### config.mk
export PLATFORM = sky130hd
export DESIGN_NAME = ppci_pin_ports
export DESIGN_NICKNAME = d
export VERILOG_FILES = /design/src/core/ppci_pkg.sv /design/src/core/ppci_pin_ports.sv
export SDC_FILE = /design/constraint.sdc
export NUM_CORES = 1
export LEC_CHECK = 0
export BUFFER_PORTS_ARGS = -buffer_cell sky130_fd_sc_hd__buf_4
export CAP_MARGIN = 30
export CORE_MARGIN = 2
export CORE_UTILIZATION = 50
export DETAILED_ROUTE_END_ITERATION = 10
export PLACE_DENSITY = 0.79
export SLEW_MARGIN = 5
export SYNTH_ARGS = -nofsm -noshare
export SYNTH_HDL_FRONTEND = slang
export SYNTH_SLANG_ARGS = --single-unit
### constraint.sdc
create_clock -name ref_clk -period 1.47 [get_ports ref_clk]
set_input_delay 0 -clock ref_clk [delete_from_list [all_inputs] [get_ports ref_clk]]
set_output_delay 0 -clock ref_clk [all_outputs]
set_load 0.01 [all_outputs]
### src/core/ppci_pkg.sv
// constants, register map and field layout of the pin ports block
package ppci_pkg;
  localparam int          ADDR_W          = 3;
  localparam int          DATA_W          = 8;
  localparam int          FIRST_W         = 6;
  localparam int          SECOND_W        = 8;
  localparam int          SYNC_STAGES     = 2;
  localparam logic [2:0]  ADDR_FIRST      = 3'h0;
  localparam logic [2:0]  ADDR_SECOND     = 3'h1;
  localparam logic [2:0]  ADDR_DIRECTION  = 3'h2;
  localparam logic [2:0]  ADDR_IRQ_FLAGS  = 3'h3;
  localparam logic [2:0]  ADDR_IRQ_MASK   = 3'h4;
  localparam int          PULLUP_N_BIT    = 7;
  localparam int          CHANGE_FLAG_BIT = 7;
  localparam int          TIMER_PIN       = 1;
  localparam int          OD_PIN_LO       = 2;
  localparam int          OD_PIN_HI       = 3;
  localparam int          SERIAL_PIN_LO   = 4;
  localparam logic [5:0]  FIRST_RST       = 6'h3f;
  localparam logic        PULLUP_N_RST    = 1'b0;
  localparam logic [7:0]  SECOND_RST      = 8'h00;
  localparam logic [7:0]  DIRECTION_RST   = 8'hff;
  localparam logic        MASK_RST        = 1'b0;
endpackage : ppci_pkg

### src/core/ppci_pin_ports.sv
// pin logic for the latch-only first port and the bidirectional second port
//
// Decided for this implementation: strobed register access and the placing of the registers.
`timescale 1ns/10ps
`default_nettype none
module ppci_pin_ports (
  // clock and reset
  input  wire logic                           ref_clk,
  input  wire logic                           sys_rst,
  // register port
  input  wire logic [ppci_pkg::ADDR_W-1:0]    reg_addr,
  input  wire logic [ppci_pkg::DATA_W-1:0]    reg_wdata,
  input  wire logic                           reg_wr,
  input  wire logic                           reg_rd,
  output var  logic [ppci_pkg::DATA_W-1:0]    reg_rdata,
  // first port pins
  input  wire logic [ppci_pkg::FIRST_W-1:0]   first_port_pins_in,
  output var  logic [ppci_pkg::FIRST_W-1:0]   first_port_pins_out,
  output var  logic [ppci_pkg::FIRST_W-1:0]   first_port_pins_oe,
  // second port pins
  input  wire logic [ppci_pkg::SECOND_W-1:0]  second_port_pins_in,
  output var  logic [ppci_pkg::SECOND_W-1:0]  second_port_pins_out,
  output var  logic [ppci_pkg::SECOND_W-1:0]  second_port_pins_oe,
  output var  logic [ppci_pkg::SECOND_W-1:0]  second_port_pullup_on,
  // peripherals
  input  wire logic [1:0]                     serial_oe,
  input  wire logic [1:0]                     serial_out,
  output var  logic [1:0]                     serial_in,
  output var  logic                           timer_zero_clk_in,
  input  wire logic [ppci_pkg::SECOND_W-1:0]  periph_oe,
  input  wire logic [ppci_pkg::SECOND_W-1:0]  periph_out,
  output var  logic [ppci_pkg::SECOND_W-1:0]  periph_in,
  // interrupt and wake
  output var  logic                           irq,
  output var  logic                           wake_req
);
  import ppci_pkg::*;

  // synchronisers: stage one is read only by stage two
  logic [FIRST_W-1:0]  first_meta_reg;
  logic [FIRST_W-1:0]  first_sync_reg;
  logic [SECOND_W-1:0] second_meta_reg;
  logic [SECOND_W-1:0] second_sync_reg;

  always_ff @(posedge ref_clk) begin
    if (sys_rst) begin
      first_meta_reg  <= '0;
      first_sync_reg  <= '0;
      second_meta_reg <= '0;
      second_sync_reg <= '0;
    end else begin
      first_meta_reg  <= first_port_pins_in;
      first_sync_reg  <= first_meta_reg;
      second_meta_reg <= second_port_pins_in;
      second_sync_reg <= second_meta_reg;
    end
  end

  // software state
  logic [FIRST_W-1:0]  first_port_latch_reg;
  logic [FIRST_W-1:0]  first_port_latch_next;
  logic                pullup_enable_n_reg;
  logic                pullup_enable_n_next;
  logic [SECOND_W-1:0] second_port_latch_reg;
  logic [SECOND_W-1:0] second_port_latch_next;
  logic [SECOND_W-1:0] second_port_direction_reg;
  logic [SECOND_W-1:0] second_port_direction_next;
  logic                port_change_flag_reg;
  logic                port_change_flag_next;
  logic                change_mask_reg;
  logic                change_mask_next;
  logic [DATA_W-1:0]   rdata_next;
  logic [SECOND_W-1:0] mismatch;
  logic                any_mismatch;
  logic                flag_clear;

  always_comb begin
    first_port_latch_next      = first_port_latch_reg;
    pullup_enable_n_next       = pullup_enable_n_reg;
    second_port_latch_next     = second_port_latch_reg;
    second_port_direction_next = second_port_direction_reg;
    change_mask_next           = change_mask_reg;
    flag_clear                 = 1'b0;
    rdata_next                 = '0;
    // only pins set as input in the direction register take part in the comparison, even when the peripheral drives them
    mismatch     = second_port_direction_reg & (second_sync_reg ^ second_port_latch_reg);
    any_mismatch = |mismatch;
    if (reg_wr) begin
      unique case (reg_addr)
        ADDR_FIRST: begin
          first_port_latch_next = reg_wdata[FIRST_W-1:0];
          pullup_enable_n_next  = reg_wdata[PULLUP_N_BIT];
        end
        ADDR_SECOND:    second_port_latch_next = reg_wdata;
        ADDR_DIRECTION: second_port_direction_next = reg_wdata;
        ADDR_IRQ_FLAGS: flag_clear = ~reg_wdata[CHANGE_FLAG_BIT];
        ADDR_IRQ_MASK:  change_mask_next = reg_wdata[CHANGE_FLAG_BIT];
        default: ;
      endcase
    end
    // set wins over clear while a mismatch persists
    port_change_flag_next = (port_change_flag_reg & ~flag_clear) | any_mismatch;
    if (reg_rd) begin
      unique case (reg_addr)
        ADDR_FIRST:     rdata_next = {pullup_enable_n_reg, 1'b0, first_sync_reg};
        ADDR_SECOND:    rdata_next = second_sync_reg;
        ADDR_DIRECTION: rdata_next = second_port_direction_reg;
        ADDR_IRQ_FLAGS: rdata_next = {port_change_flag_reg, 7'h00};
        ADDR_IRQ_MASK:  rdata_next = {change_mask_reg, 7'h00};
        default:        rdata_next = '0;
      endcase
    end
  end

  always_ff @(posedge ref_clk) begin
    if (sys_rst) begin
      first_port_latch_reg      <= FIRST_RST;
      pullup_enable_n_reg       <= PULLUP_N_RST;
      second_port_latch_reg     <= SECOND_RST;
      second_port_direction_reg <= DIRECTION_RST;
      port_change_flag_reg      <= 1'b0;
      change_mask_reg           <= MASK_RST;
      reg_rdata                 <= '0;
    end else begin
      first_port_latch_reg      <= first_port_latch_next;
      pullup_enable_n_reg       <= pullup_enable_n_next;
      second_port_latch_reg     <= second_port_latch_next;
      second_port_direction_reg <= second_port_direction_next;
      port_change_flag_reg      <= port_change_flag_next;
      change_mask_reg           <= change_mask_next;
      reg_rdata                 <= rdata_next;
    end
  end

  // pin drive, computed from next state so outputs are registered
  logic [FIRST_W-1:0]  first_out_next;
  logic [FIRST_W-1:0]  first_oe_next;
  logic [SECOND_W-1:0] second_out_next;
  logic [SECOND_W-1:0] second_oe_next;
  logic [SECOND_W-1:0] pullup_next;

  always_comb begin
    first_out_next = '0;
    first_oe_next  = '0;
    for (int i = OD_PIN_LO; i <= OD_PIN_HI; i++) begin
      first_oe_next[i] = ~first_port_latch_next[i];
    end
    first_out_next[SERIAL_PIN_LO +: 2] = serial_out;
    first_oe_next[SERIAL_PIN_LO +: 2]  = serial_oe;
  end

  // per-pin drive of the second port
  for (genvar g = 0; g < SECOND_W; g++) begin : g_second
    always_comb begin
      second_oe_next[g]  = periph_oe[g] | ~second_port_direction_next[g];
      second_out_next[g] = periph_oe[g] ? periph_out[g] : second_port_latch_next[g];
      pullup_next[g]     = ~pullup_enable_n_next & ~second_oe_next[g];
    end
  end

  always_ff @(posedge ref_clk) begin
    if (sys_rst) begin
      first_port_pins_out   <= '0;
      first_port_pins_oe    <= '0;
      second_port_pins_out  <= '0;
      second_port_pins_oe   <= '0;
      second_port_pullup_on <= '1;
      serial_in             <= '0;
      timer_zero_clk_in     <= 1'b0;
      periph_in             <= '0;
      irq                   <= 1'b0;
      wake_req              <= 1'b0;
    end else begin
      first_port_pins_out   <= first_out_next;
      first_port_pins_oe    <= first_oe_next;
      second_port_pins_out  <= second_out_next;
      second_port_pins_oe   <= second_oe_next;
      second_port_pullup_on <= pullup_next;
      serial_in             <= first_sync_reg[SERIAL_PIN_LO +: 2];
      timer_zero_clk_in     <= first_sync_reg[TIMER_PIN];
      periph_in             <= second_sync_reg;
      irq                   <= port_change_flag_next & change_mask_next;
      wake_req              <= port_change_flag_next;
    end
  end

  // checks
  property p_od_drive;
    @(posedge ref_clk) disable iff (sys_rst)
      reg_wr && reg_addr == ADDR_FIRST |=> first_port_pins_oe[OD_PIN_HI:OD_PIN_LO]
        == ~$past(reg_wdata[OD_PIN_HI:OD_PIN_LO]) && first_port_pins_out[3:2] == 2'b00;
  endproperty
  a_od_drive: assert property (p_od_drive) else $error("open-drain drive wrong");

  property p_serial_pins;
    @(posedge ref_clk) disable iff (sys_rst)
      1'b1 |=> first_port_pins_oe[5:4] == $past(serial_oe)
        && first_port_pins_out[5:4] == $past(serial_out);
  endproperty
  a_serial_pins: assert property (p_serial_pins) else $error("serial pins not followed");

  property p_pullup_off_output;
    @(posedge ref_clk) disable iff (sys_rst)
      (second_port_pullup_on & second_port_pins_oe) == '0;
  endproperty
  a_pullup_off_output: assert property (p_pullup_off_output) else $error("pull-up on output");

  property p_pullup_ctl;
    @(posedge ref_clk) disable iff (sys_rst)
      reg_wr && reg_addr == ADDR_FIRST && reg_wdata[PULLUP_N_BIT]
        |=> second_port_pullup_on == '0;
  endproperty
  a_pullup_ctl: assert property (p_pullup_ctl) else $error("pull-ups not disabled");

  property p_reset_pullup;
    @(posedge ref_clk) $past(sys_rst) |-> second_port_pullup_on == '1;
  endproperty
  a_reset_pullup: assert property (p_reset_pullup) else $error("pull-ups off after reset");

  property p_flag_set;
    @(posedge ref_clk) disable iff (sys_rst)
      any_mismatch |=> port_change_flag_reg ##0 wake_req;
  endproperty
  a_flag_set: assert property (p_flag_set) else $error("mismatch did not set flag");

  property p_flag_clear;
    @(posedge ref_clk) disable iff (sys_rst)
      reg_wr && reg_addr == ADDR_IRQ_FLAGS && !reg_wdata[CHANGE_FLAG_BIT] && !any_mismatch
        |=> !port_change_flag_reg;
  endproperty
  a_flag_clear: assert property (p_flag_clear) else $error("flag not cleared");

  property p_output_excluded;
    @(posedge ref_clk) disable iff (sys_rst)
      second_port_direction_reg == '0 |-> !any_mismatch;
  endproperty
  a_output_excluded: assert property (p_output_excluded) else $error("output pin compared");

  property p_read_second;
    @(posedge ref_clk) disable iff (sys_rst)
      reg_rd && reg_addr == ADDR_SECOND |=> reg_rdata == $past(second_sync_reg);
  endproperty
  a_read_second: assert property (p_read_second) else $error("second port read wrong");

  property p_sync_delay;
    @(posedge ref_clk) disable iff (sys_rst)
      !$past(sys_rst) && !$past(sys_rst, 2)
        |-> second_sync_reg == $past(second_port_pins_in, 2);
  endproperty
  a_sync_delay: assert property (p_sync_delay) else $error("synchroniser depth wrong");

  property p_irq_level;
    @(posedge ref_clk) disable iff (sys_rst)
      irq |-> port_change_flag_reg && change_mask_reg;
  endproperty
  a_irq_level: assert property (p_irq_level) else $error("irq without cause");

  c_change_irq: cover property (@(posedge ref_clk) disable iff (sys_rst)
    any_mismatch ##1 irq);
  c_clear_after_rewrite: cover property (@(posedge ref_clk) disable iff (sys_rst)
    port_change_flag_reg && reg_wr && reg_addr == ADDR_SECOND ##[1:20]
    !port_change_flag_reg);
  c_od_low: cover property (@(posedge ref_clk) disable iff (sys_rst)
    first_port_pins_oe[OD_PIN_LO]);
  c_periph_take: cover property (@(posedge ref_clk) disable iff (sys_rst)
    |periph_oe);

endmodule : ppci_pin_ports
`default_nettype wire

# After elaboration in Yosys (flattened, before gate mapping)
# Cells that the tools add are included.
word_totals:
  mem_count: 0
  regBits: 107
  out_inout_bits: 57
  wordCells: 95
  mem_bits_ro: 0
  ram_bits: 0
  in_bits: 49
  latchBits: 0
op_classes:
  reduce_logical: 4
  n_div: 0
  eq_ne: 4
  n_addsub: 0
  muxes: 21
  n_mul: 0
  n_lt_le_gt_ge: 0
  n_shift: 0
  bitwise: 43
op_table:
  columns: ["op", "count"]
  rows:
  - ["8-bit one-hot mux with 5 select lines", 1]
  - ["8-bit 2-to-1 mux", 4]
  - ["1-bit inverter", 22]
  - ["1-bit 2-to-1 mux", 14]
  - ["1-bit AND", 10]
  - ["1-bit bitwise OR", 9]
  - ["8-bit AND", 1]
  - ["4-bit 2-to-1 mux", 2]
  - ["8-bit OR reduction", 1]
  - ["8-bit bitwise XOR", 1]
  - ["3-bit by 2-bit == test with 1-bit output (second input constant)", 2]
  - ["3-bit by 1-bit == test with 1-bit output (second input constant)", 1]
  - ["3-bit == test (second input constant)", 1]
  - ["3-bit logical NOT", 1]
  - ["2-bit AND reduction", 1]
  - ["2-bit OR reduction", 1]

# Logic depth before layout (Yosys ltp)
logic_depth:
  word_depth: 7
  depth_mapped: 5
  ltp_nobuf: 4

# Worst setup path before layout
# OpenSTA, ideal clock, no wires.
synth_timing:
  path_type: "register to register"
  from: "register wake_req (netlist name)"
  to: "register reg_rdata[7] in the netlist's numbering"
  n_path_buf: 0
  setup_slack_ns: 0.251
  stages_incl_launch_ff: 5
  period_less_slack_ns: 1.219
  setup_ns: 0.132
  arrival_ns: 1.087
  required_time_ns: 1.338
  path_cell_list: "dfxtp_1 > mux4_2 > nor2b_1 > a31oi_1 > nor3b_1"
synth_rtl:
  columns: ["element", "line", "rtl"]
  rows:
  - ["end signal: assignment", "ppci_pin_ports.sv:131", "reg_rdata <= rdata_next;"]
  - ["end: declaration", "ppci_pin_ports.sv:15", "output var logic [ppci_pkg::DATA_W-1:0] reg_rdata,"]

# Worst setup path in the final report
layout_timing:
  from: "input periph_oe[7] in the netlist's numbering"
  to: "register second_port_pins_out[7] in the netlist's numbering"
layout_via:
  elab_chain_len: 1
layout_rtl:
  columns: ["element", "line", "rtl"]
  rows:
  - ["start: declaration", "ppci_pin_ports.sv:30", "input wire logic [ppci_pkg::SECOND_W-1:0] periph_oe,"]
  - ["1-bit 2-to-1 mux", "ppci_pin_ports.sv:156", "second_out_next[g] = periph_oe[g] ? periph_out[g] : second_port_latch_next[g];"]
  - ["end signal: assignment", "ppci_pin_ports.sv:176", "second_port_pins_out <= second_out_next;"]
  - ["end: declaration", "ppci_pin_ports.sv:22", "output var logic [ppci_pkg::SECOND_W-1:0] second_port_pins_out,"]
# No other way between the ends.
# A chain may end at the register's enable or synchronous reset.

==> run_results.csv <==
group,metric,value,unit
synth,yosysTopAreaCellShare,60.2,%
synth,ys.flop_type,"dfxtp_1",
drt,drcViolationCount,0,
sta,rsz0062_at_grt,"no",
finish,finalInstanceArea,0.00486,sq mm
floorplan,die_area,0.00725,sq mm
setup_path,cp-start-kind,"primary input",
drt,vias,2614,
finish,drive_gt1_share,28.9,%
synth,yosysTopAreaCell,"dfxtp_1",
setup_path,crit_top_cell,"dlygate4sd3_1",
clocking,cts_tree,"done",
sta,slew_viol_final,0,
drt,drtIter0Drc,108,
floorplan,io-pin-count,106,
synth,synth_edf_count,0,
setup_path,required,1.74,ns
worst_hold_path,min_path_type,"in -> reg",
synth,yosys-top-cells-area,"dfxtp_1 (60%), nor2b_1 (8.7%), mux2i_1 (5.5%), nor2_1 (4.6%), mux2_1 (2.7%)",
synth,syn_area,0.00329,sq mm
sta,max_freq,0.699,GHz
sta,final.setup.tns,0,ns
place,dp_hpwl,4.85,mm
setup_path,r2r_setup_slack,0.05,ns
finish,areaGrowthSynthToFinish,47.7,%
setup_path,arrival,1.70,ns
finish,diodes,0,
floorplan,core,0.00635,sq mm
grt,grt_max_degree,52,
place,gp_congestion,0.821,
floorplan,die_h,85.2,um
sta,setup_violations,0,
synth,ys_ff_latch,99,
place,place_area,0.00410,sq mm
clocking,cts_buffer_depth,2,
clocking,clockRootBuffer,"clkbuf_8",
drt,wl_per_cell,14.6,um
setup_path,crit_path_cell_trace,"dlygate4sd3_1, buf_4, inv_1, nor2_1, dlygate4sd3_1, a211oi_2",
drt,ant_nets,0,
setup_path,setup.worst_path.end_class,"flip-flop",
drt,highest_layer,"met4",
grt,grt_pass1_vias,2589,
drt,dr.pass1.iters,4,
pwr,ir_drop,680,uV
clocking,cts_made_buffers,9,
grt,grt_overflow_total,0,
place,io_buffers,99,
synth,yosys.cell_count.top_type,"dfxtp_1",
sta,finalCritPeriodShare,97.3,%
synth,ys_warn_count,0,
drt,wl_met2,4.22,mm
clocking,clk_pin_slew_worst_paths,0.09,ns
sta,period_minus_slack,1.43,ns
setup_path,max_stage_delay,0.59,ns
pwr,power_density,1070,mW/mm^2
status,run_status,"finished, final reports clean",
drt,drt-vias-per-instance,4.84,
sta,final_hold_viol_count,0,
setup_path,crit_path_max_fanout,3,
synth,syn_inst,301,
synth,yosysSeqAreaShare,60.2,%
synth,avgSynthCellArea,10.9,sq um
pwr,p_leak,2.19,nW
synth,yosysUniqueCellTypes,33,
drt,met1_length,3.10,mm
clocking,htreeDepth,3,
floorplan,fp.dieW,85.2,um
run,maxCapViolCount,0,
sta,worst_clock_skew,0.00773,ns
floorplan,initial_core_util,51.9,%
drt,route.met3.wl,371,um
setup_path,critical-path-slowest-cell,"dlygate4sd3_1",
finish,nFillCells,444,
setup_path,worstSetupPathType,"in -> reg",
clocking,clk_latency,0.35,ns
synth,synthArstFlopShare,0,%
grt,grt_antenna_before_repair,0,
clocking,cts.sinks,99,
grt,grt_usage,22.1,%
synth,synth_commonest_cells,"dfxtp_1 (99), nor2b_1 (46), nor2_1 (40)",
floorplan,core.rowCount,29,
finish,fin_nets,507,
drt,route.final.wire_length,7.86,mm
grt,grt_pass1_wl,12.4,mm
==> per-layer routing <==
metal,global-route usage [%],vias to the layer above
met2,40.2,94
met1,25.0,1222
met5,0,-
li1,-,1280
met4,8.51,0
met3,4.96,18
==> final timing paths <==
| path | endpoint | depth (start not counted) | start |
|---|---|---|---|
| setup / recovery | second_port_pins_out[7] | 6 | periph_oe[7] |
| setup reg to reg | second_port_pins_oe[1] | 3 | second_port_direction_reg[1] |
| hold reg to reg | first_sync_reg[5] | 1 | first_meta_reg[5] |
| hold / removal | second_port_pins_out[3] | 3 | periph_out[3] |
==> area by class of cell <==
class,count,area (sq um),area share (%)
timing repair buffer,160,1340,27.5
inverter,10,37.5,0.772
clock inverter,3,46.3,0.952
tap,77,96.3,1.98
sequential,99,1980,40.7
multi-input combinational,178,1200,24.8
clock buffer,13,159,3.27
==> stage by stage <==
| step | util, % | setup slack, ns | hold WS, ns | instances | total power [W] |
|---|---|---|---|---|---|
| after floorplan | - | 0.251 | 0.128 | 306 | 0.00315 |
| after global placement | 64.6 | 0.147 | 0.211 | 468 | 0.00339 |
| after detailed placement | 64.6 | 0.0972 | 0.214 | 468 | 0.00340 |
| after CTS | 75.7 | 0.0374 | 0.0214 | 534 | 0.00523 |
| after global routing | 76.6 | 0.00462 | 0.0125 | 540 | 0.00542 |
| final | 76.6 | 0.0401 | 0.0136 | 540 | 0.00522 |
==> report_power, final <==
group	internal [W]	switching (W)	leakage [nW]	total [W]
Clock	0.000885	0.000865	0.0998	0.00175
Sequential	0.00280	0.0000488	0.815	0.00284
Combinational	0.000365	0.000265	1.28	0.000629
==> worst max-delay path: cells and delay by family <==
family / cells / cell delay [ns]
simple gates: 1 / 0.07
buf+inv: 4 / 1.40
compound gates: 1 / 0.23
==> layout by cell type, fill, tap and decap left out, types with 2 or more instances in the layout <==
cell type      count
and3_1             2
nand2b_1           2
nor2b_1           46
clkbuf_1           2
dfxtp_1           99
a22oi_1            2
mux2_1             7
a21oi_1           15
clkbuf_8          11
mux2i_1           18
inv_1              9
xor2_1             8
nor2_1            40
conb_1             6
a211oi_1           8
dlygate4sd3_1     50
buf_4            109
or2_1              8
==> cells by family after synthesis <==
logic type	count (synthesis)	share of synthesized area, %
AND/OR/NAND/NOR	106	18.5
flip-flops	99	60.2
AO/OA/AOI/OAI	31	5.81
buffers and inverters	29	4.37
multiplexers	27	8.89
XOR/XNOR	8	2.13
other	1	0.114
==> what timing repair did <==
item	4_1_cts	5_1_grt
endpoints found under the setup margin	0	2
setup buffers	0	6
endpoints found under the hold margin	53	0
hold buffers	50	0
resized for setup	0	4
No activity file was read; power rests on OpenSTA's default activity.
